<file path="config.mk">
export PLATFORM = sky130hd
export DESIGN_NAME = switch_spi_command_decoder
export DESIGN_NICKNAME = d
export VERILOG_FILES = /design/src/swdec_pkg.sv /design/src/pin_sync.sv /design/src/switch_spi_command_decoder.sv
export SDC_FILE = /design/constraint.sdc
export NUM_CORES = 1
export LEC_CHECK = 0
export ABC_AREA = 1
export BUFFER_PORTS_ARGS = -buffer_cell sky130_fd_sc_hd__buf_2
export CORE_ASPECT_RATIO = 1.25
export CORE_MARGIN = 2
export CORE_UTILIZATION = 56
export DETAILED_ROUTE_END_ITERATION = 10
export MAX_ROUTING_LAYER = met4
export PLACE_DENSITY = 0.88
export SETUP_SLACK_MARGIN = 0.1
export SLEW_MARGIN = 20
export SYNTH_ARGS = -nofsm -noshare
export SYNTH_HDL_FRONTEND = slang
export SYNTH_SLANG_ARGS = --single-unit
export TNS_END_PERCENT = 10
</file>
<file path="constraint.sdc">
create_clock -name MCLK -period 3.98 [get_ports MCLK]
set_clock_uncertainty 0.05 [all_clocks]
set_input_delay 0.796 -clock MCLK [delete_from_list [all_inputs] [get_ports MCLK]]
set_output_delay 0.796 -clock MCLK [all_outputs]
set_load 0.05 [all_outputs]
</file>
<file path="src/swdec_pkg.sv">
// Constants shared by the serial command decoder of a sixteen-channel switch.
// Assumes one clock domain (MCLK) for everything that reads them.
package swdec_pkg;

    localparam int CHANNELS   = 16;
    localparam int GROUP_SIZE = 8;
    localparam int PAR_PINS   = 4;
    localparam int FRAME_BITS = 16;

    // Upper nibble of the control byte
    localparam logic [3:0] CMD_DIAG = 4'h0;
    localparam logic [3:0] CMD_READ = 4'hc;
    localparam logic [3:0] CMD_ECHO = 4'ha;
    localparam logic [3:0] CMD_OR   = 4'h3;
    localparam logic [3:0] CMD_AND  = 4'hf;

    // Lower nibble of the control byte
    localparam logic [3:0] GRP_LOW  = 4'h0;
    localparam logic [3:0] GRP_HIGH = 4'hf;

    // Two-bit diagnosis codes per channel
    localparam logic [1:0] DIAG_NORMAL   = 2'h3;
    localparam logic [1:0] DIAG_OVERLOAD = 2'h2;
    localparam logic [1:0] DIAG_OPEN     = 2'h1;
    localparam logic [1:0] DIAG_SHORT    = 2'h0;

    // Reset values and the full-frame bit count
    localparam logic [CHANNELS-1:0]   RST_SERIAL = 16'h0000;
    localparam logic                  RST_AND    = 1'b0;
    localparam logic [FRAME_BITS-1:0] RST_SHIFT  = 16'h0000;
    localparam logic [4:0]            FRAME_CNT  = 5'h10;

    // What the next chip-select period shifts out
    typedef enum logic [3:0] {
        RESP_ZERO = 4'b0001,
        RESP_DIAG = 4'b0010,
        RESP_READ = 4'b0100,
        RESP_ECHO = 4'b1000
    } resp_t;

endpackage

</file>
<file path="src/pin_sync.sv">
// Two-flop synchroniser for a group of pins.
// Assumes the inputs are asynchronous to MCLK; only the second stage is read.
`timescale 1ns/1ns
module pin_sync #(
    parameter int               WIDTH     = 1,
    parameter logic [WIDTH-1:0] RESET_VAL = '0
) (
    // Clock and reset
    input  wire logic             MCLK,
    input  wire logic             RESET,
    // Pins and their synchronised copy
    input  wire logic [WIDTH-1:0] pin_in,
    output logic      [WIDTH-1:0] pin_out
);

    logic [WIDTH-1:0] meta_q;

    always_ff @(posedge MCLK or posedge RESET) begin
        if (RESET) begin
            meta_q  <= RESET_VAL;
            pin_out <= RESET_VAL;
        end else begin
            meta_q  <= pin_in;
            pin_out <= meta_q;
        end
    end

endmodule

</file>
<file path="src/switch_spi_command_decoder.sv">
// Serial command decoder for a sixteen-channel low-side switch.
// Assumes serial pins arrive asynchronously and are oversampled by MCLK;
// DIAG_CODE comes from same-clock fault logic, two bits per channel.
// What this block does
// - Decode exactly ten control words, others undefined
// - Lower nibble selects channel group
// - Upper nibble zero: diagnosis, outputs unchanged
// - Diagnosis-only lasts one access unless repeated
// - Read-back returns inputs then fault bits
// - Fault bit high means no fault
// - Echo loops serial input to output next period
// - Echo processes nothing; following period reads zero
// - OR command latches OR combining, full diagnosis
// - AND command latches AND combining, full diagnosis
// - Combine mode resets to OR
// - Combine mode latched until other programmed
// - Data bit high switches channel on
// - Undefined word ignored, shift register cleared
// - OR mode lets parallel inputs drive channels
// - Sample input on falling, shift out rising
// - Chip select fall loads, rise transfers
// - Diagnosis codes HH, HL, LH, LL
// - Response appears in following chip-select period
`timescale 1ns/1ns
module switch_spi_command_decoder
    import swdec_pkg::*;
(
    // Clock and reset
    input  wire logic                           MCLK,
    input  wire logic                           RESET,
    // Serial link
    input  wire logic                           CS_N,
    input  wire logic                           SCLK,
    input  wire logic                           SI,
    output logic                                SO,
    output logic                                SO_OE,
    // Parallel control pins
    input  wire logic                           PRG,
    input  wire logic [swdec_pkg::PAR_PINS-1:0] PARALLEL_INPUTS_GROUP_LOW,
    input  wire logic [swdec_pkg::PAR_PINS-1:0] PARALLEL_INPUTS_GROUP_HIGH,
    // Fault logic and output stages
    input  wire logic [2*swdec_pkg::CHANNELS-1:0] DIAG_CODE,
    output logic      [swdec_pkg::CHANNELS-1:0]   CHANNEL_ON,
    output logic                                COMBINE_AND
);
    import swdec_pkg::*;

    logic                  cs_s, sclk_s, si_s, prg_s;
    logic [PAR_PINS-1:0]   pin_lo_s, pin_hi_s;
    logic                  cs_d_q, sclk_d_q;
    logic                  cs_fall, cs_rise, sclk_fall, sclk_rise;
    logic [FRAME_BITS-1:0] sh_q;
    logic [4:0]            cnt_q;
    logic                  so_q, echo_q;
    resp_t                 resp_q;
    logic                  grp_q;
    logic [CHANNELS-1:0]   serial_q;
    logic                  and_q, exec;
    logic [CHANNELS-1:0]   chan_q;

    pin_sync #(.WIDTH(1), .RESET_VAL(1'b1)) u_cs_sync (
        .MCLK    (MCLK),
        .RESET   (RESET),
        .pin_in  (CS_N),
        .pin_out (cs_s)
    );

    // PRG resets high like its pull-up, so no channel blips on after reset
    pin_sync #(.WIDTH(3 + 2 * PAR_PINS), .RESET_VAL(11'h100)) u_pin_sync (
        .MCLK    (MCLK),
        .RESET   (RESET),
        .pin_in  ({SCLK, SI, PRG, PARALLEL_INPUTS_GROUP_LOW,
                   PARALLEL_INPUTS_GROUP_HIGH}),
        .pin_out ({sclk_s, si_s, prg_s, pin_lo_s, pin_hi_s})
    );

    always_ff @(posedge MCLK or posedge RESET) begin
        if (RESET) begin
            cs_d_q   <= 1'b1;
            sclk_d_q <= 1'b0;
        end else begin
            cs_d_q   <= cs_s;
            sclk_d_q <= sclk_s;
        end
    end

    assign cs_fall   = cs_d_q & ~cs_s;
    assign cs_rise   = ~cs_d_q & cs_s;
    assign sclk_fall = ~cs_s & sclk_d_q & ~sclk_s;
    assign sclk_rise = ~cs_s & ~sclk_d_q & sclk_s;

    // Received frame decode
    logic [3:0] cmd, grp_bits;
    logic [7:0] data;
    logic       grp_ok, frame_ok, is_diag, is_read, is_echo, is_or, is_and;
    logic       defined;

    assign cmd      = sh_q[15:12];
    assign grp_bits = sh_q[11:8];
    assign data     = sh_q[7:0];
    assign grp_ok   = (grp_bits == GRP_LOW) || (grp_bits == GRP_HIGH);
    assign frame_ok = (cnt_q == FRAME_CNT) && grp_ok;
    assign is_diag  = frame_ok && (cmd == CMD_DIAG);
    assign is_read  = frame_ok && (cmd == CMD_READ);
    assign is_echo  = frame_ok && (cmd == CMD_ECHO);
    assign is_or    = frame_ok && (cmd == CMD_OR);
    assign is_and   = frame_ok && (cmd == CMD_AND);
    assign defined  = is_diag | is_read | is_echo | is_or | is_and;

    // Response image loaded at the falling chip-select edge
    logic [FRAME_BITS-1:0] diag_grp, load_v;
    logic [GROUP_SIZE-1:0] channel_fault_bit;
    logic [PAR_PINS-1:0]   pins_grp;

    assign diag_grp = grp_q ? DIAG_CODE[31:16] : DIAG_CODE[15:0];
    assign pins_grp = grp_q ? pin_hi_s : pin_lo_s;

    for (genvar i = 0; i < GROUP_SIZE; i++) begin : g_fault
        assign channel_fault_bit[i] =
            (diag_grp[2*i+1 -: 2] == DIAG_NORMAL);
    end

    always_comb begin
        load_v = RST_SHIFT;
        unique case (resp_q)
            RESP_ZERO: load_v = RST_SHIFT;
            RESP_DIAG: load_v = diag_grp;
            RESP_READ: load_v = {4'h0, pins_grp, channel_fault_bit};
            RESP_ECHO: load_v = RST_SHIFT;
        endcase
    end

    // Shift register: sample on falling SCLK, reload at frame start
    always_ff @(posedge MCLK or posedge RESET) begin
        if (RESET) begin
            sh_q  <= RST_SHIFT;
            cnt_q <= 5'h00;
        end else if (cs_fall) begin
            sh_q  <= load_v;
            cnt_q <= 5'h00;
        end else if (sclk_fall) begin
            sh_q  <= {sh_q[FRAME_BITS-2:0], si_s};
            if (cnt_q != FRAME_CNT) begin
                cnt_q <= cnt_q + 5'h01;
            end
        end
    end

    // Serial output: MSB at frame start, next bit on rising SCLK
    always_ff @(posedge MCLK or posedge RESET) begin
        if (RESET) begin
            so_q  <= 1'b0;
            SO_OE <= 1'b0;
        end else begin
            SO_OE <= ~cs_s;
            if (cs_fall) begin
                so_q <= load_v[FRAME_BITS-1];
            end else if (echo_q && !cs_s) begin
                so_q <= si_s;
            end else if (sclk_rise) begin
                so_q <= sh_q[FRAME_BITS-1];
            end
        end
    end

    assign SO = so_q;

    // Echo loop is closed for exactly one chip-select period
    always_ff @(posedge MCLK or posedge RESET) begin
        if (RESET) begin
            echo_q <= 1'b0;
        end else if (cs_fall) begin
            echo_q <= (resp_q == RESP_ECHO);
        end else if (cs_rise) begin
            echo_q <= 1'b0;
        end
    end

    // Pending response set by each completed frame; group only by a defined word outside echo
    always_ff @(posedge MCLK or posedge RESET) begin
        if (RESET) begin
            resp_q <= RESP_ZERO;
            grp_q  <= 1'b0;
        end else if (cs_rise) begin
            if (echo_q || !defined) begin
                resp_q <= RESP_ZERO;
            end else begin
                grp_q <= (grp_bits == GRP_HIGH);
                if (is_read) begin
                    resp_q <= RESP_READ;
                end else if (is_echo) begin
                    resp_q <= RESP_ECHO;
                end else begin
                    resp_q <= RESP_DIAG;
                end
            end
        end
    end

    // Serial data bits and combine mode, transferred at frame end
    assign exec = cs_rise && !echo_q && (is_or || is_and);

    always_ff @(posedge MCLK or posedge RESET) begin
        if (RESET) begin
            serial_q <= RST_SERIAL;
        end else if (exec) begin
            if (grp_bits == GRP_HIGH) begin
                serial_q[15:8] <= data;
            end else begin
                serial_q[7:0] <= data;
            end
        end
    end

    always_ff @(posedge MCLK or posedge RESET) begin
        if (RESET) begin
            and_q <= RST_AND;
        end else if (exec) begin
            and_q <= is_and;
        end
    end

    // Output control: parallel pins combine with channels 1-4 and 9-12
    logic [CHANNELS-1:0] chan_d;
    logic [PAR_PINS-1:0] act_lo, act_hi;

    assign act_lo = prg_s ? pin_lo_s : ~pin_lo_s;
    assign act_hi = prg_s ? pin_hi_s : ~pin_hi_s;

    for (genvar i = 0; i < CHANNELS; i++) begin : g_chan
        if ((i % GROUP_SIZE) < PAR_PINS) begin : g_par
            logic p;
            assign p = (i < GROUP_SIZE) ? act_lo[i % GROUP_SIZE]
                                        : act_hi[i % GROUP_SIZE];
            assign chan_d[i] = and_q ? (p & serial_q[i])
                                     : (p | serial_q[i]);
        end else begin : g_ser
            assign chan_d[i] = serial_q[i];
        end
    end

    always_ff @(posedge MCLK or posedge RESET) begin
        if (RESET) begin
            chan_q      <= RST_SERIAL;
            COMBINE_AND <= RST_AND;
        end else begin
            chan_q      <= chan_d;
            COMBINE_AND <= and_q;
        end
    end

    assign CHANNEL_ON = chan_q;

    // Checks
    a_default_or: assert property (@(posedge MCLK)
        $fell(RESET) |-> !and_q && !COMBINE_AND)
        else $error("combine mode not OR after reset");
    a_mode_latched: assert property (@(posedge MCLK) disable iff (RESET)
        $changed(and_q) |-> $past(exec))
        else $error("combine mode changed without command");
    a_undef_held: assert property (@(posedge MCLK) disable iff (RESET)
        cs_rise && !defined |=> $stable(serial_q) && $stable(and_q))
        else $error("undefined word changed outputs");
    a_undef_zero: assert property (@(posedge MCLK) disable iff (RESET)
        cs_rise && !defined |=> resp_q == RESP_ZERO)
        else $error("undefined word did not clear shift data");
    a_diag_hold: assert property (@(posedge MCLK) disable iff (RESET)
        cs_rise && (is_diag || is_read) |=> $stable(serial_q))
        else $error("diagnosis command changed outputs");
    a_echo_loop: assert property (@(posedge MCLK) disable iff (RESET)
        echo_q && !cs_s && !cs_fall |=> SO == $past(si_s))
        else $error("echo did not loop input to output");
    a_echo_once: assert property (@(posedge MCLK) disable iff (RESET)
        cs_rise && echo_q |=> resp_q == RESP_ZERO && !echo_q)
        else $error("echo not closed after one period");
    a_frame_load: assert property (@(posedge MCLK) disable iff (RESET)
        cs_fall |=> sh_q == $past(load_v) && SO == sh_q[FRAME_BITS-1])
        else $error("shift register not loaded at frame start");
    a_sample_fall: assert property (@(posedge MCLK) disable iff (RESET)
        sclk_fall && !cs_fall |=> sh_q[0] == $past(si_s))
        else $error("input not sampled on falling clock");
    a_or_follow: assert property (@(posedge MCLK) disable iff (RESET)
        !and_q && act_lo[0] |=> CHANNEL_ON[0])
        else $error("parallel input ignored in OR mode");
    a_and_gate: assert property (@(posedge MCLK) disable iff (RESET)
        and_q && !act_hi[1] |=> !CHANNEL_ON[9])
        else $error("AND mode switched channel on");

    c_echo: cover property (@(posedge MCLK) disable iff (RESET)
        echo_q && sclk_rise);
    c_and_mode: cover property (@(posedge MCLK) disable iff (RESET)
        exec && is_and);
    c_readback: cover property (@(posedge MCLK) disable iff (RESET)
        cs_fall && resp_q == RESP_READ);
    c_undefined: cover property (@(posedge MCLK) disable iff (RESET)
        cs_rise && !defined && cnt_q == FRAME_CNT);

endmodule

</file>
# == Word-level counts from Yosys, hierarchy flattened ==
# Index checks and enable logic that the tools add are counted.
# Widths: inputs -> output; s select.
# word_totals
reg_bits,89
in_bits,46
# op_classes
addsub,1
n_eq_ne,19
n_mux,26
bitwise,34
reduce_logical,26
# op_table
operator,n
$mux 16,3
$pmux 16 s3,1
$mux 4,6
$eq 4x4->1 const B,5
$eq 2x2->1 const B,8
$mux 5,3
$and 1x1->1,14
$mux 1,13
$or 1x1->1,12
$logic_and 1x1->1,9
$eq 4x2->1 const B,2
$logic_not 4->1,2
$not 4->4,2
$reduce_and 2->1,4
$not 1->1,6
$reduce_bool 2->1,3
$add 5x1->5 const B,1
$eq 5x5->1 const B,1
$ne 5x5->1 const B,1
$eq 4x1->1 const B,1
$eq 4x3->1 const B,1
$logic_not 1->1,3
$logic_or 1x1->1,3
$reduce_bool 3->1,1
$reduce_or 2->1,1

# == Depth between registers and ports, before layout ==
# logic_depth
word_depth,12
depth_mapped,10
mapped_depth_nobuf,9

# == By module ==
# A second synthesis with hierarchy kept.
# unflattened
hier_cells,402
hier_area_um2,3819.9
# by_module_without_submodules
module,n_inst,cells_each,area_per_inst_um2,seq_area_each_um2
switch_spi_command_decoder,1,376,3206.8,1629.1
pin_sync at u_pin_sync,1,23,556.8,553.0
pin_sync at u_cs_sync,1,3,56.3,52.6

# == Least setup slack after synthesis ==
# OpenSTA, ideal clock, no wires.
# synth_path
path_kind,reg2reg
startpoint,register u_cs_sync.pin_out
endpoint,register sh_q[5]
setup_ns,0.129
arrival_ns,1.520
required_ns,3.801
setup_slack_ns,2.281
stages_incl_launch_ff,9
path_buffers,2
synth_period_minus_slack_ns,1.699
path_cell_list,dfstp_2 > inv_2 > ha_1 > buf_2 > inv_2 > buf_2 > nor2_1 > a21oi_1 > o21ai_0
# synth_between
elab_chain_cells,4
word_cells_on_any_way,6
cone_classes,1 x mux; 4 x bitwise; 1 x reduce/logical
# synth_rtl
element,line,source
start: declaration,pin_sync.sv:13,output logic [WIDTH-1:0] pin_out
start signal: assignment,pin_sync.sv:24,pin_out <= meta_q;
$not 1->1 *,"switch_spi_command_decoder.sv:87, switch_spi_command_decoder.sv:89",
$and 1x1->1 (2 in a row),switch_spi_command_decoder.sv:89,assign sclk_fall = ~cs_s & sclk_d_q & ~sclk_s;
$reduce_bool 2->1 (no line),-,
end signal: assignment,switch_spi_command_decoder.sv:139,sh_q <= load_v;
end signal: assignment,switch_spi_command_decoder.sv:142,"sh_q <= {sh_q[FRAME_BITS-2:0], si_s};"
end: declaration,switch_spi_command_decoder.sv:52,logic [FRAME_BITS-1:0] sh_q;
# Every way passes the cells marked *; elsewhere a longest branch is shown, timed or not.
# A chain may end at the register's enable or synchronous reset.

# == Worst setup path in the final report ==
# layout_path
startpoint,register u_cs_sync.pin_out
endpoint,register serial_q[8]
# layout_between
elab_chain_cells,4
# layout_rtl
element,line,source
$and 1x1->1,switch_spi_command_decoder.sv:88,assign cs_rise = ~cs_d_q & cs_s;
via cs_rise,switch_spi_command_decoder.sv:51,"logic cs_fall, cs_rise, sclk_fall, sclk_rise;"
$logic_and 1x1->1 (2 in a row),switch_spi_command_decoder.sv:201,assign exec = cs_rise && !echo_q && (is_or || is_and);
$reduce_and 2->1 (no line),-,
end signal: assignment,switch_spi_command_decoder.sv:208,serial_q[15:8] <= data;
end: declaration,switch_spi_command_decoder.sv:57,logic [CHANNELS-1:0] serial_q;
# The timed path passes the listed nets, and every way through them passes these cells.

==> impl_metrics.yaml <==
clock_network:
  cts_made_buffers: 9
  cts_resized: 0
  clk_latency_ns: 0.37
  clk_pin_slew_ns: 0.09
  htree_levels: 3
  postCtsSetupRepairBufs: 0
  cts_hold_buffers: 0
  cts.sinks: 89
  cts_tree: "done"
  cts_max_path_buffers: 2
  cts_root_buf: "clkbuf_8"
critical_path:
  setup.worst_path.start_class: "flop"
  crit_type: "flop to flop"
  arrival_ns: 2.46
  worst_setup_path_end_kind: "flop"
  crit_fanout: 26
  rrSetupSlack_ns: 1.72
  cp.required_ns: 4.19
global_route:
  grt_max_degree: 52
  grt_pass1_wl_mm: 13.9
  grt_pass1_vias: 2900
  track_usage: 0.244
  overflow: 0
  antenna_found_initial: 0
synthesis:
  synth_area_mm2: 0.00387
  yosys.area.top_type: "dfrtp_1"
  yosysWarnings: 0
  ys.flop_type: "dfrtp_1"
  synth_area_leaders: "dfrtp_1 54%, nand2_1 9.8%, dfstp_2 4.1%"
  synth_edf_count: 0
  ys_ff_latch: 89
  async_reset_ff_frac: 1.00
  ys_types: 33
  syn-mean-instance-area_um2: 9.83
  synth_top_area_share: 0.536
  syn_nets: 444
  syn-instance-count: 394
  synth_seq_area_share: 0.577
layout:
  layout_commonest_cell: "nand2_1"
  final_layout_size_suffix_gt1_frac: 0.239
  final_cell_mix: "101 x nand2_1, 83 x dfrtp_1, 64 x buf_2"
  fillers: 511
  area.growth.synth_to_final_pct: 14.5
  fin_util: 0.667
  diodes: 0
  nets: 510
die:
  core_mm2: 0.00665
  std_cell_rows: 33
  die_area_mm2: 0.00761
  initial_core_util: 0.583
  fp.dieH_um: 97.0
  io_pins: 65
  die_x_um: 78.4
drt:
  firstDrtPassIters: 5
  drt_iter0_markers: 341
  drt.antenna.violating_nets: 0
  wl_mm: 8.27
  vias: 3013
  drcViolationCount: 0
  viasPerCell: 5.46
  post_drt_wl_per_cell_um: 15.0
run_status:
  status: "finished clean"
sta:
  whs_ns: 0.303
  final_hold_viol_count: 0
  period_needed_ns: 2.26
  slew-limit-headroom: 0.320
  fmax_mhz: 443
  tightest_slew_ns: 1.02
  slew_violations: 0
  tns_ns: 0
  setup_viol: 0
  fin_crit_sh: 0.567
  rsz0062_at_grt: "no"
power_and_ir_drop:
  powerDensity_mw_per_mm2: 400
  vdd_drop_max_mv: 0.271
  p_leak_nw: 2.17
hold_path:
  hold_path.class: "flop to flop"
run:
  max_cap_violations: 0
place:
  portBuffers: 64
  gp_congestion: 0.917
  hpwl_mm: 5.87
report_power, final:
part	total [W]	switching [W]	internal [W]	leakage (nW)
combinational	0.000178	0.000121	0.0000573	0.925
clock	0.000629	0.000320	0.000309	0.103
sequential	0.000965	0.0000237	0.000941	1.15
flip-flops by register name, summed over array words and instances (netlist names), 4 cells and up:
register / cells
serial_q: 16
resp_q: 4
sh_q: 16
u_pin_sync.meta_q: 11
u_pin_sync.pin_out: 11
CHANNEL_ON: 16
cnt_q: 5
metrics by stage:
| stage | cells | cell area [µm²] | setup WS, ns | power [W] |
|---|---|---|---|---|
| 6_report | 552 | 4440 | 1.72 | 0.00177 |
| 5_1_grt | 552 | 4440 | 1.53 | 0.00185 |
| 4_1_cts | 552 | 4440 | 1.74 | 0.00178 |
| 3_5_place_dp | 536 | 4230 | 1.77 | 0.00116 |
| 3_3_place_gp | 536 | 4230 | 1.85 | 0.00115 |
| 2_1_floorplan | 394 | 3870 | 0.837 | 0.00110 |
Yosys cell counts, types with 8 or more instances:
cell type	n
nand2_1	101
xnor2_1	8
dfrtp_1	83
o21ai_0	31
nand3_1	20
a21oi_1	13
mux2i_1	12
nand4_1	18
inv_1	19
nor2_1	25
maj3_1	8
final timing paths:
check	from	to	depth (start not counted)
worst max-delay path	u_cs_sync.pin_out	serial_q[8]	6
worst min-delay path	u_pin_sync.meta_q[7]	u_pin_sync.pin_out[7]	0
worst max register to register	u_cs_sync.pin_out	serial_q[8]	6
worst min register to register	u_pin_sync.meta_q[7]	u_pin_sync.pin_out[7]	0
max in group asynchronous	RESET	resp_q[0]	3
min in group asynchronous	RESET	cnt_q[2]	2
kinds of logic after synthesis:
kind of cell / after synthesis / share of synthesized area
AOI/OAI and AO/OA: 54 / 0.0768
xor gates and xnor gates: 8 / 0.0181
adders and majority gates: 12 / 0.0336
buffers and inverters: 39 / 0.0497
DFF: 89 / 0.577
muxes: 12 / 0.0310
and+or+nand+nor: 180 / 0.214
area by class of cell:
class,instances,area (µm²),share of cell area
clock inverter,6,65.1,0.0147
multi-input combinational,266,1450,0.326
sequential,89,2230,0.504
clock buffer,10,138,0.0310
tap,87,109,0.0245
timing repair buffer,66,335,0.0756
inverter,28,108,0.0243
routing by layer:
layer,GRT usage,share of wire,vias to the layer above
met5,-,0,-
met4,0.109,0.034,0
met3,0.0438,0.065,33
met2,0.387,0.49,145
met1,0.308,0.41,1394
li1,-,-,1441
worst max-delay path: stages (launching register included):
cell and delay (ns):
dfstp_2 0.57, ha_1 0.24, inv_1 0.10, nor2_2 0.78, nand3_4 0.21, nand2_1 0.12, nand2_1 0.06
Power figures use the tool's default switching activity.
